`src/ivm_map.svh`:
```
// Address map, field positions, reset values and vector numbers
//
// Behaviour
// - A peripheral's interrupt condition sets its pending flag.
// - Pending flags set whether or not the source is enabled.
// - Software writes per-source enable bits to enable or disable sources.
// - A maskable request exists only while enable and pending flag are both set.
// - Maskable requests are suppressed unless the global enable is set.
// - A request holds until software clears its pending flag, or its enable bit or the global enable.
// - Each vector belongs to one peripheral; its sources may share it.
// - Vector 1 at word address 0x02 serves the non-maskable interrupt.
// - Vector 2 at word 0x04 serves the supply voltage monitor.
// - Vector 3 at word 0x06 serves clock source failure detection.
// - Vector 4 at word 0x08 serves real-time counter overflow/compare.
// - Vector 5 at word 0x0A serves the real-time periodic tick.
// - Vector 6 at word 0x0C serves the custom logic interrupt.
// - Vector 7 at word 0x0E serves the serial bus event interrupt.
// - Vector 8 at word 0x10 serves serial bus transaction complete.
// - Vector 10 serves timer A overflow, or low underflow in split mode.
// - Vector 11 serves timer A high underflow, unused in normal mode.
// - Vectors 12 to 14 serve timer A compare channels 0 to 2.
// - Vectors 15 to 33 serve remaining peripherals, ending at word 0x42.
`ifndef IVM_MAP_SVH
`define IVM_MAP_SVH

// ----------------------------------------------------------------------
// Register offsets (byte addresses)
// ----------------------------------------------------------------------
`define IVM_FLAG_LO_OFS 32'h0000_0000
`define IVM_FLAG_HI_OFS 32'h0000_0004
`define IVM_EN_LO_OFS 32'h0000_0008
`define IVM_EN_HI_OFS 32'h0000_000C
`define IVM_CTRL_OFS 32'h0000_0010
`define IVM_STATUS_OFS 32'h0000_0014

// ----------------------------------------------------------------------
// Fields and reset values
// ----------------------------------------------------------------------
`define IVM_CTRL_GLOBAL_BIT 0
`define IVM_CTRL_SPLIT_BIT 1
`define IVM_STATUS_NMI_BIT 8
`define IVM_STATUS_REQ_BIT 9
`define IVM_CTRL_RESET 2'h0
`define IVM_ENABLE_RESET 34'h0_0000_0000
`define IVM_RESP_OKAY 2'h0
`define IVM_RESP_SLVERR 2'h2

// ----------------------------------------------------------------------
// Vector numbers
// ----------------------------------------------------------------------
`define IVM_NUM_VEC 34
`define IVM_VEC_RESET 6'h00
`define IVM_VEC_NMI 6'h01
`define IVM_VEC_VLM 6'h02
`define IVM_VEC_CFD 6'h03
`define IVM_VEC_RTC 6'h04
`define IVM_VEC_PIT 6'h05
`define IVM_VEC_CUSTOM 6'h06
`define IVM_VEC_BUS_EVENT 6'h07
`define IVM_VEC_TRANS_DONE 6'h08
`define IVM_VEC_PORT_A 6'h09
`define IVM_VEC_TA_OVF 6'h0A
`define IVM_VEC_TA_HUNF 6'h0B
`define IVM_VEC_TA_CMP0 6'h0C
`define IVM_VEC_TA_CMP2 6'h0E
`define IVM_VEC_TYPE_B0 6'h0F
`define IVM_VEC_LAST 6'h21

`endif

```
`src/ivm_pkg.sv`:
```
// Types shared by the interrupt vector mapping block
`default_nettype none
package ivm_pkg;
  typedef logic [5:0] vec_num_type;
  typedef logic [6:0] word_addr_type;
  typedef logic [33:0] vec_mask_type;
endpackage : ivm_pkg
`default_nettype wire

```
`src/flag_bank_if.sv`:
```
// Carrier between the register logic and the pending flag bank
`default_nettype none
interface flag_bank_if;
  import ivm_pkg::*;
  vec_mask_type set;
  vec_mask_type clear;
  vec_mask_type flags;
  modport bank (input set, input clear, output flags);
  modport ctrl (output set, output clear, input flags);
endinterface : flag_bank_if
`default_nettype wire

```
`src/irq_vector_map.sv`:
```
// Interrupt request generation and vector mapping with AXI4-Lite access
`include "ivm_map.svh"
`default_nettype none
module irq_vector_map
  import ivm_pkg::*;
(
  input wire logic aclk,
  input wire logic aresetn,
  input wire logic [31:0] s_axi_awaddr,
  input wire logic s_axi_awvalid,
  output logic s_axi_awready,
  input wire logic [31:0] s_axi_wdata,
  input wire logic [3:0] s_axi_wstrb,
  input wire logic s_axi_wvalid,
  output logic s_axi_wready,
  output logic [1:0] s_axi_bresp,
  output logic s_axi_bvalid,
  input wire logic s_axi_bready,
  input wire logic [31:0] s_axi_araddr,
  input wire logic s_axi_arvalid,
  output logic s_axi_arready,
  output logic [31:0] s_axi_rdata,
  output logic [1:0] s_axi_rresp,
  output logic s_axi_rvalid,
  input wire logic s_axi_rready,
  input wire logic [33:0] source_event,
  output logic irq_request,
  output logic nmi_request,
  output logic [5:0] vector_number,
  output logic [6:0] vector_address
);

  // --------------------------------------------------------------------
  // State
  // --------------------------------------------------------------------
  flag_bank_if fb ();
  vec_mask_type irq_enable_reg;
  logic global_enable;
  logic split_mode;
  logic aw_held;
  logic w_held;
  logic [31:0] aw_addr;
  logic [31:0] w_data;
  logic [3:0] w_strb;

  pending_flag_bank u_bank (
    .aclk(aclk),
    .aresetn(aresetn),
    .fb(fb)
  );

  // --------------------------------------------------------------------
  // Source to vector mapping
  // --------------------------------------------------------------------
  // Index of the event bus is the vector number; each vector is one
  // peripheral instance and any of its sources may drive that line
  vec_mask_type raw_event;
  assign raw_event[`IVM_VEC_RESET] = 1'b0;
  assign raw_event[`IVM_VEC_NMI] = source_event[`IVM_VEC_NMI];
  assign raw_event[`IVM_VEC_VLM] = source_event[`IVM_VEC_VLM];
  assign raw_event[`IVM_VEC_CFD] = source_event[`IVM_VEC_CFD];
  assign raw_event[`IVM_VEC_RTC] = source_event[`IVM_VEC_RTC];
  assign raw_event[`IVM_VEC_PIT] = source_event[`IVM_VEC_PIT];
  assign raw_event[`IVM_VEC_CUSTOM] =
    source_event[`IVM_VEC_CUSTOM];
  assign raw_event[`IVM_VEC_BUS_EVENT] =
    source_event[`IVM_VEC_BUS_EVENT];
  assign raw_event[`IVM_VEC_TRANS_DONE] =
    source_event[`IVM_VEC_TRANS_DONE];
  assign raw_event[`IVM_VEC_PORT_A] = source_event[`IVM_VEC_PORT_A];
  // Same line carries overflow (normal) or low underflow (split)
  assign raw_event[`IVM_VEC_TA_OVF] =
    source_event[`IVM_VEC_TA_OVF];
  // High underflow only exists in split mode
  assign raw_event[`IVM_VEC_TA_HUNF] =
    source_event[`IVM_VEC_TA_HUNF] & split_mode;
  assign raw_event[`IVM_VEC_TA_CMP2:`IVM_VEC_TA_CMP0] =
    source_event[`IVM_VEC_TA_CMP2:`IVM_VEC_TA_CMP0];
  assign raw_event[`IVM_VEC_LAST:`IVM_VEC_TYPE_B0] =
    source_event[`IVM_VEC_LAST:`IVM_VEC_TYPE_B0];

  // Flags set whatever the enables say
  assign fb.set = raw_event;

  // --------------------------------------------------------------------
  // Request generation and vector selection
  // --------------------------------------------------------------------
  vec_mask_type maskable;
  vec_mask_type active;
  logic nmi_pending;
  logic any_active;
  vec_num_type pick;

  // NMI and reset are never maskable
  assign maskable = {{(`IVM_NUM_VEC - 2){1'b1}}, 2'b00};
  assign active = fb.flags & irq_enable_reg & maskable &
    {`IVM_NUM_VEC{global_enable}};
  assign nmi_pending = fb.flags[`IVM_VEC_NMI];
  assign any_active = |active;

  // Lowest vector number wins; the NMI goes ahead of everything
  function automatic vec_num_type lowest(input vec_mask_type m);
    vec_num_type r;
    r = '0;
    for (int i = `IVM_NUM_VEC - 1; i >= 0; i--) begin
      if (m[i]) begin
        r = vec_num_type'(i);
      end
    end
    return r;
  endfunction : lowest

  assign pick = nmi_pending ? `IVM_VEC_NMI : lowest(active);

  // Request level follows the enabled pending flags until software clears a flag or an enable
  always_ff @(posedge aclk) begin
    if (!aresetn) begin
      irq_request <= 1'b0;
      nmi_request <= 1'b0;
      vector_number <= '0;
      vector_address <= '0;
    end else begin
      irq_request <= any_active | nmi_pending;
      nmi_request <= nmi_pending;
      vector_number <= pick;
      vector_address <= {pick, 1'b0};
    end
  end

  // --------------------------------------------------------------------
  // AXI4-Lite write path
  // --------------------------------------------------------------------
  // Address and data may arrive in either order; they are parked until
  // both are present, and the response is held until taken
  logic do_write;
  logic next_aw_held;
  logic next_w_held;
  logic next_bvalid;
  logic [31:0] wmask;
  logic wr_flag_lo;
  logic wr_flag_hi;
  logic wr_en_lo;
  logic wr_en_hi;
  logic wr_ctrl;
  logic wr_status;
  logic wr_mapped;
  logic [31:0] wr_bits;

  assign do_write = aw_held & w_held & ~s_axi_bvalid;
  assign next_aw_held = (aw_held & ~do_write) |
    (s_axi_awvalid & s_axi_awready);
  assign next_w_held = (w_held & ~do_write) | (s_axi_wvalid & s_axi_wready);
  assign next_bvalid = (s_axi_bvalid & ~s_axi_bready) | do_write;
  assign wmask = {{8{w_strb[3]}}, {8{w_strb[2]}}, {8{w_strb[1]}},
    {8{w_strb[0]}}};
  assign wr_bits = w_data & wmask;
  assign wr_flag_lo = {aw_addr[31:2], 2'b00} == `IVM_FLAG_LO_OFS;
  assign wr_flag_hi = {aw_addr[31:2], 2'b00} == `IVM_FLAG_HI_OFS;
  assign wr_en_lo = {aw_addr[31:2], 2'b00} == `IVM_EN_LO_OFS;
  assign wr_en_hi = {aw_addr[31:2], 2'b00} == `IVM_EN_HI_OFS;
  assign wr_ctrl = {aw_addr[31:2], 2'b00} == `IVM_CTRL_OFS;
  assign wr_status = {aw_addr[31:2], 2'b00} == `IVM_STATUS_OFS;
  assign wr_mapped = wr_flag_lo | wr_flag_hi | wr_en_lo | wr_en_hi |
    wr_ctrl | wr_status;

  // Writing a one clears a pending flag; the bank lets a new set win
  assign fb.clear = {
    (do_write & wr_flag_hi) ? wr_bits[1:0] : 2'b00,
    (do_write & wr_flag_lo) ? wr_bits : 32'h0000_0000
  };

  // Byte-lane merge of the enable words
  vec_mask_type next_enable;
  assign next_enable = {
    (do_write & wr_en_hi) ?
      ((irq_enable_reg[33:32] & ~wmask[1:0]) | wr_bits[1:0]) :
      irq_enable_reg[33:32],
    (do_write & wr_en_lo) ?
      ((irq_enable_reg[31:0] & ~wmask) | wr_bits) :
      irq_enable_reg[31:0]
  };

  // Parking registers for address and data
  always_ff @(posedge aclk) begin
    if (!aresetn) begin
      aw_held <= 1'b0;
      w_held <= 1'b0;
      aw_addr <= '0;
      w_data <= '0;
      w_strb <= '0;
    end else begin
      aw_held <= next_aw_held;
      w_held <= next_w_held;
      if (s_axi_awvalid & s_axi_awready) begin
        aw_addr <= s_axi_awaddr;
      end
      if (s_axi_wvalid & s_axi_wready) begin
        w_data <= s_axi_wdata;
        w_strb <= s_axi_wstrb;
      end
    end
  end

  // Ready drops while a beat is parked so one write is under way at most
  always_ff @(posedge aclk) begin
    if (!aresetn) begin
      s_axi_awready <= 1'b0;
      s_axi_wready <= 1'b0;
      s_axi_bvalid <= 1'b0;
      s_axi_bresp <= `IVM_RESP_OKAY;
    end else begin
      s_axi_awready <= ~next_aw_held & ~next_bvalid;
      s_axi_wready <= ~next_w_held & ~next_bvalid;
      s_axi_bvalid <= next_bvalid;
      if (do_write) begin
        s_axi_bresp <= wr_mapped ? `IVM_RESP_OKAY : `IVM_RESP_SLVERR;
      end
    end
  end

  // Software-owned control bits
  always_ff @(posedge aclk) begin
    if (!aresetn) begin
      irq_enable_reg <= `IVM_ENABLE_RESET;
      global_enable <= 1'(`IVM_CTRL_RESET >> `IVM_CTRL_GLOBAL_BIT);
      split_mode <= 1'(`IVM_CTRL_RESET >> `IVM_CTRL_SPLIT_BIT);
    end else begin
      irq_enable_reg <= next_enable;
      if (do_write & wr_ctrl & w_strb[0]) begin
        global_enable <= w_data[`IVM_CTRL_GLOBAL_BIT];
        split_mode <= w_data[`IVM_CTRL_SPLIT_BIT];
      end
    end
  end

  // --------------------------------------------------------------------
  // AXI4-Lite read path
  // --------------------------------------------------------------------
  logic ar_take;
  logic next_rvalid;
  logic [31:0] ar_word;
  logic rd_mapped;
  logic [31:0] rd_value;

  assign ar_take = s_axi_arvalid & s_axi_arready;
  assign next_rvalid = (s_axi_rvalid & ~s_axi_rready) | ar_take;
  assign ar_word = {s_axi_araddr[31:2], 2'b00};
  assign rd_mapped = ar_word == `IVM_FLAG_LO_OFS ||
    ar_word == `IVM_FLAG_HI_OFS || ar_word == `IVM_EN_LO_OFS ||
    ar_word == `IVM_EN_HI_OFS || ar_word == `IVM_CTRL_OFS ||
    ar_word == `IVM_STATUS_OFS;
  // Unused bits read as zero; status shows the live request state
  assign rd_value =
    (ar_word == `IVM_FLAG_LO_OFS) ? fb.flags[31:0] :
    (ar_word == `IVM_FLAG_HI_OFS) ? {30'h0000_0000, fb.flags[33:32]} :
    (ar_word == `IVM_EN_LO_OFS) ? irq_enable_reg[31:0] :
    (ar_word == `IVM_EN_HI_OFS) ?
      {30'h0000_0000, irq_enable_reg[33:32]} :
    (ar_word == `IVM_CTRL_OFS) ? {30'h0000_0000, split_mode, global_enable} :
    (ar_word == `IVM_STATUS_OFS) ?
      {22'h00_0000, irq_request, nmi_request, 2'b00, vector_number} :
    32'h0000_0000;

  // Data is captured at the address handshake and held until taken
  always_ff @(posedge aclk) begin
    if (!aresetn) begin
      s_axi_arready <= 1'b0;
      s_axi_rvalid <= 1'b0;
      s_axi_rdata <= '0;
      s_axi_rresp <= `IVM_RESP_OKAY;
    end else begin
      s_axi_arready <= ~next_rvalid;
      s_axi_rvalid <= next_rvalid;
      if (ar_take) begin
        s_axi_rdata <= rd_value;
        s_axi_rresp <= rd_mapped ? `IVM_RESP_OKAY : `IVM_RESP_SLVERR;
      end
    end
  end
endmodule : irq_vector_map
`default_nettype wire

```
`src/pending_flag_bank.sv`:
```
// Sticky pending flags, one per vector
`default_nettype none
module pending_flag_bank
  import ivm_pkg::*;
(
  input wire logic aclk,
  input wire logic aresetn,
  flag_bank_if.bank fb
);
  vec_mask_type pending_flag_reg;
  vec_mask_type next_flags;

  // Set beats a clear in the same cycle so no event is lost
  assign next_flags = (pending_flag_reg & ~fb.clear) | fb.set;
  assign fb.flags = pending_flag_reg;

  // Flags hold until cleared by software
  always_ff @(posedge aclk) begin
    if (!aresetn) begin
      pending_flag_reg <= '0;
    end else begin
      pending_flag_reg <= next_flags;
    end
  end
endmodule : pending_flag_bank
`default_nettype wire

```
`config.mk`:
```
export PLATFORM = sky130hd
export DESIGN_NAME = irq_vector_map
export DESIGN_NICKNAME = d
export VERILOG_FILES = /design/src/ivm_pkg.sv /design/src/flag_bank_if.sv /design/src/irq_vector_map.sv /design/src/pending_flag_bank.sv
export VERILOG_INCLUDE_DIRS = /design/src
export SDC_FILE = /design/constraint.sdc
export NUM_CORES = 1
export LEC_CHECK = 0
export BUFFER_PORTS_ARGS = -buffer_cell sky130_fd_sc_hd__clkbuf_2
export CORE_ASPECT_RATIO = 1.25
export CORE_MARGIN = 1.5
export CORE_UTILIZATION = 35
export CTS_BUF_LIST = sky130_fd_sc_hd__clkbuf_8 sky130_fd_sc_hd__clkbuf_16
export CTS_CLUSTER_SIZE = 25
export DETAILED_ROUTE_END_ITERATION = 8
export GPL_ROUTABILITY_DRIVEN = 0
export SLEW_MARGIN = 20
export SYNTH_ARGS = -nofsm -noshare
export SYNTH_HDL_FRONTEND = slang
export SYNTH_SLANG_ARGS = --single-unit
export TNS_END_PERCENT = 10
```
`constraint.sdc`:
```
create_clock -name aclk -period 2.15 [get_ports aclk]
set_input_delay 0.3225 -clock aclk [delete_from_list [all_inputs] [get_ports aclk]]
set_output_delay 0.3225 -clock aclk [all_outputs]
set_load 0.02 [all_outputs]
```
==> metrics.txt <==
Arrival @ worst endpoint 2.35 ns; Top Layer Used met4; met3 routed WL 1760 um; core area 0.0216 sq mm; DR iter-0 viols 420; Avg Vias per Cell 5.08; FF+latch count, synth 185; CTS tree built; Clock Latency Late Sink 0.44 ns; PD cells 779 mW/mm^2; Metal-1 WL 8950 um; antenna violation net count after detailed routing 0; Non-Filler Instances 1,398; setup bufs post-CTS 0; root buf cell clkbuf_16; Ys Warns 0; total number of vias 7,108; CP endpoint kind register; ys async rst share 0%; dominant synthesized flop cell dfxtp_1; startpoint types register; final worst path period need 2.04 ns; Worst Path Class, Setup register to register; top post-synthesis cells by area dfxtp_1 48%, nand2_1 9.6%, a21oi_1 5.9%; CTS Buf Count 17; area leader, netlist dfxtp_1; DRC viols 0; diodes inserted 0; combinational power share 7.9%; Netlist cell types 48; share of cells above drive strength 1 24.1%; post-synth top area share 47.9%; Crit Path Max Fanout 8; nets@finish 1,247; Critical Path, Cell by Cell nor4_2 > nand4_2 > or4_1 > buf_4 > mux2i_1 > nor2_1; CTS sink cnt 185; dpl cells 1,366; Die X 136 um; Synth Instances 933; switching pwr 1.87 mW; Synth-to-Final Area Change 25.4%; Rows 60; drt pass-1 iters 5; Slew @ Worst Pin 0.521 ns; DP Wirelength 16,000 um; hold crit path type input pin to register; Max Buffers Root-to-Sink 2; crit share post-route 94.9%; clk_skew 0.0109 ns; initial antenna violation count 1; die area 0.0230 sq mm; fin. max-slew vios 0; vias in the first global route 6,672; Final setup viols 0; final hold slack 0.0986 ns; most common cell in the netlist nand2_1; final WL 21,900 um; status finished, final reports clean; max incr delay on CP 0.59 ns; EDFF count, synth 0; register area share after synthesis 47.9%; max-cap viol count 0; Flop pwr share 48.2%; slowest CP cell or4_1; H-tree depth 4; first-pass GRT wire length 34,500 um; routed len/inst 15.7 um; Post-synth top cells 198 x nand2_1, 185 x dfxtp_1, 91 x a21oi_1; largest net degree at the start of global routing 110; Max Fclk 490 MHz; starting density of the core 35.8%; Mapped Area 0.00773 sq mm; launch point of the worst path aw_addr[16]$_SDFFE_PN0P_; Die H 169 um; PnR worst setup slack 0.109 ns; hold path start s_axi_awaddr[26]; met2 wire length 10,800 um; overall routing resource usage 19.3%; Net Sw Frac 24.8%; WP buf/inv 1; delay-heaviest family, CP simple AND/OR/NAND/NOR gates; launching point of the worst reg2reg path aw_addr[16]$_SDFFE_PN0P_; Pleak 4.05 nW; WP data required 2.46 ns; GR Overflow Total 0; pre-CTS setup slack -0.0227 ns; maximum vdd ir drop 0.000576 V; cell-internal power 5.68 mW; clock network fraction of design power 43.9%; final hold viol count 0; Mean Syn Cell Area 8.29 sq um; RSZ-0062 raised after global routing true; Ports 197; Fillers 2,192; Max-slew headroom 65.2%; Port Buf Inserts 188; clock-pin slew of the registers on the worst-case setup and hold paths 0.07 ns
cells in the final DEF (no fill, tap or decap), drive strengths merged, types with 3 or more instances in the layout:
| master | n |
|---|---|
| conb | 3 |
| a22o | 3 |
| a211oi | 3 |
| a2bb2oi | 30 |
| buf | 31 |
| and2 | 5 |
| dfxtp | 185 |
| mux2i | 36 |
| nand2b | 12 |
| o21ai | 50 |
| nor4 | 20 |
| nand4 | 4 |
| a21oi | 91 |
| inv | 45 |
| nand3 | 15 |
| or4 | 6 |
| nor3b | 3 |
| a31oi | 36 |
| bufinv | 3 |
| a41oi | 3 |
| a22oi | 30 |
| nand2 | 198 |
| nor2 | 67 |
| clkbuf | 206 |
| nor3 | 8 |
| or3 | 3 |
cell families (layout without fill, tap and decap cells):
logic type      Yosys count  in the layout  synth area share [%]
compound gates          257            257                  20.6
flops                   185            185                  47.9
other cells               1              3                0.0485
buf+inv                 105            289                  5.66
mux                      37             37                  4.80
simple gates            348            348                  21.0
per-layer routing:
layer,GRT usage (%),vias to the layer above
met1,22.2,3271
li1,-,3585
met3,6.15,26
met2,33.7,226
met4,6.52,0
met5,0,-
metrics by stage:
| step | TNS (ns) | instance area [sq um] | power [mW] | utilization [%] |
|---|---|---|---|---|
| after CTS | 0 | 9670 | 7.63 | 44.7 |
| after global placement | 0 | 9050 | 4.31 | 41.8 |
| after detailed placement | -0.0227 | 9050 | 4.32 | 41.8 |
| after global routing | -0.0262 | 9700 | 7.85 | 44.9 |
| final | 0 | 9700 | 7.55 | 44.9 |
| after floorplan | 0 | 7740 | 4.03 | - |
final cells by class:
cell class	instances	area, sq um	area share [%]
Tap cell	279	349	3.60
Inverter	38	144	1.48
Clock buffer	18	439	4.53
Sequential cell	185	3700	38.2
Clock inverter	14	181	1.87
Timing Repair Buffer	219	1250	12.9
Multi-Input combinational cell	645	3630	37.5
worst register-to-register path, delay by kind of cell, from the launching register on:
family,cells,cell delay [ns]
AND/OR/NAND/NOR,4,1.22
flip-flops,1,0.32
buffers and inverters,1,0.22
multiplexers,1,0.16
power groups by stage:
stage / Combinational, mW / Sequential, mW / Clock [mW]
5_1_grt: 0.673 / 3.65 / 3.52
6_report: 0.598 / 3.64 / 3.32
4_1_cts: 0.604 / 3.64 / 3.39
3_3_place_gp: 0.593 / 3.71 / 0
3_5_place_dp: 0.602 / 3.72 / 0
2_1_floorplan: 0.334 / 3.70 / 0
final timing paths:
| check | endpoint | slack, ns | cells after the start |
|---|---|---|---|
| worst max-delay path | register | 0.11 | 6 |
| worst min-delay path | aw_addr[26]$_SDFFE_PN0P_ | 0.1 | 3 |
| worst max register to register | register | 0.11 | 6 |
| worst min register to register | u_bank.fb.flags[0]$_SDFF_PN0_ | 0.44 | 2 |
what timing repair did:
item	in CTS	in global routing
hold buffers	0	0
resized for setup	0	6
setup endpoints to repair	0	62
(Power assumes the default switching activity.)
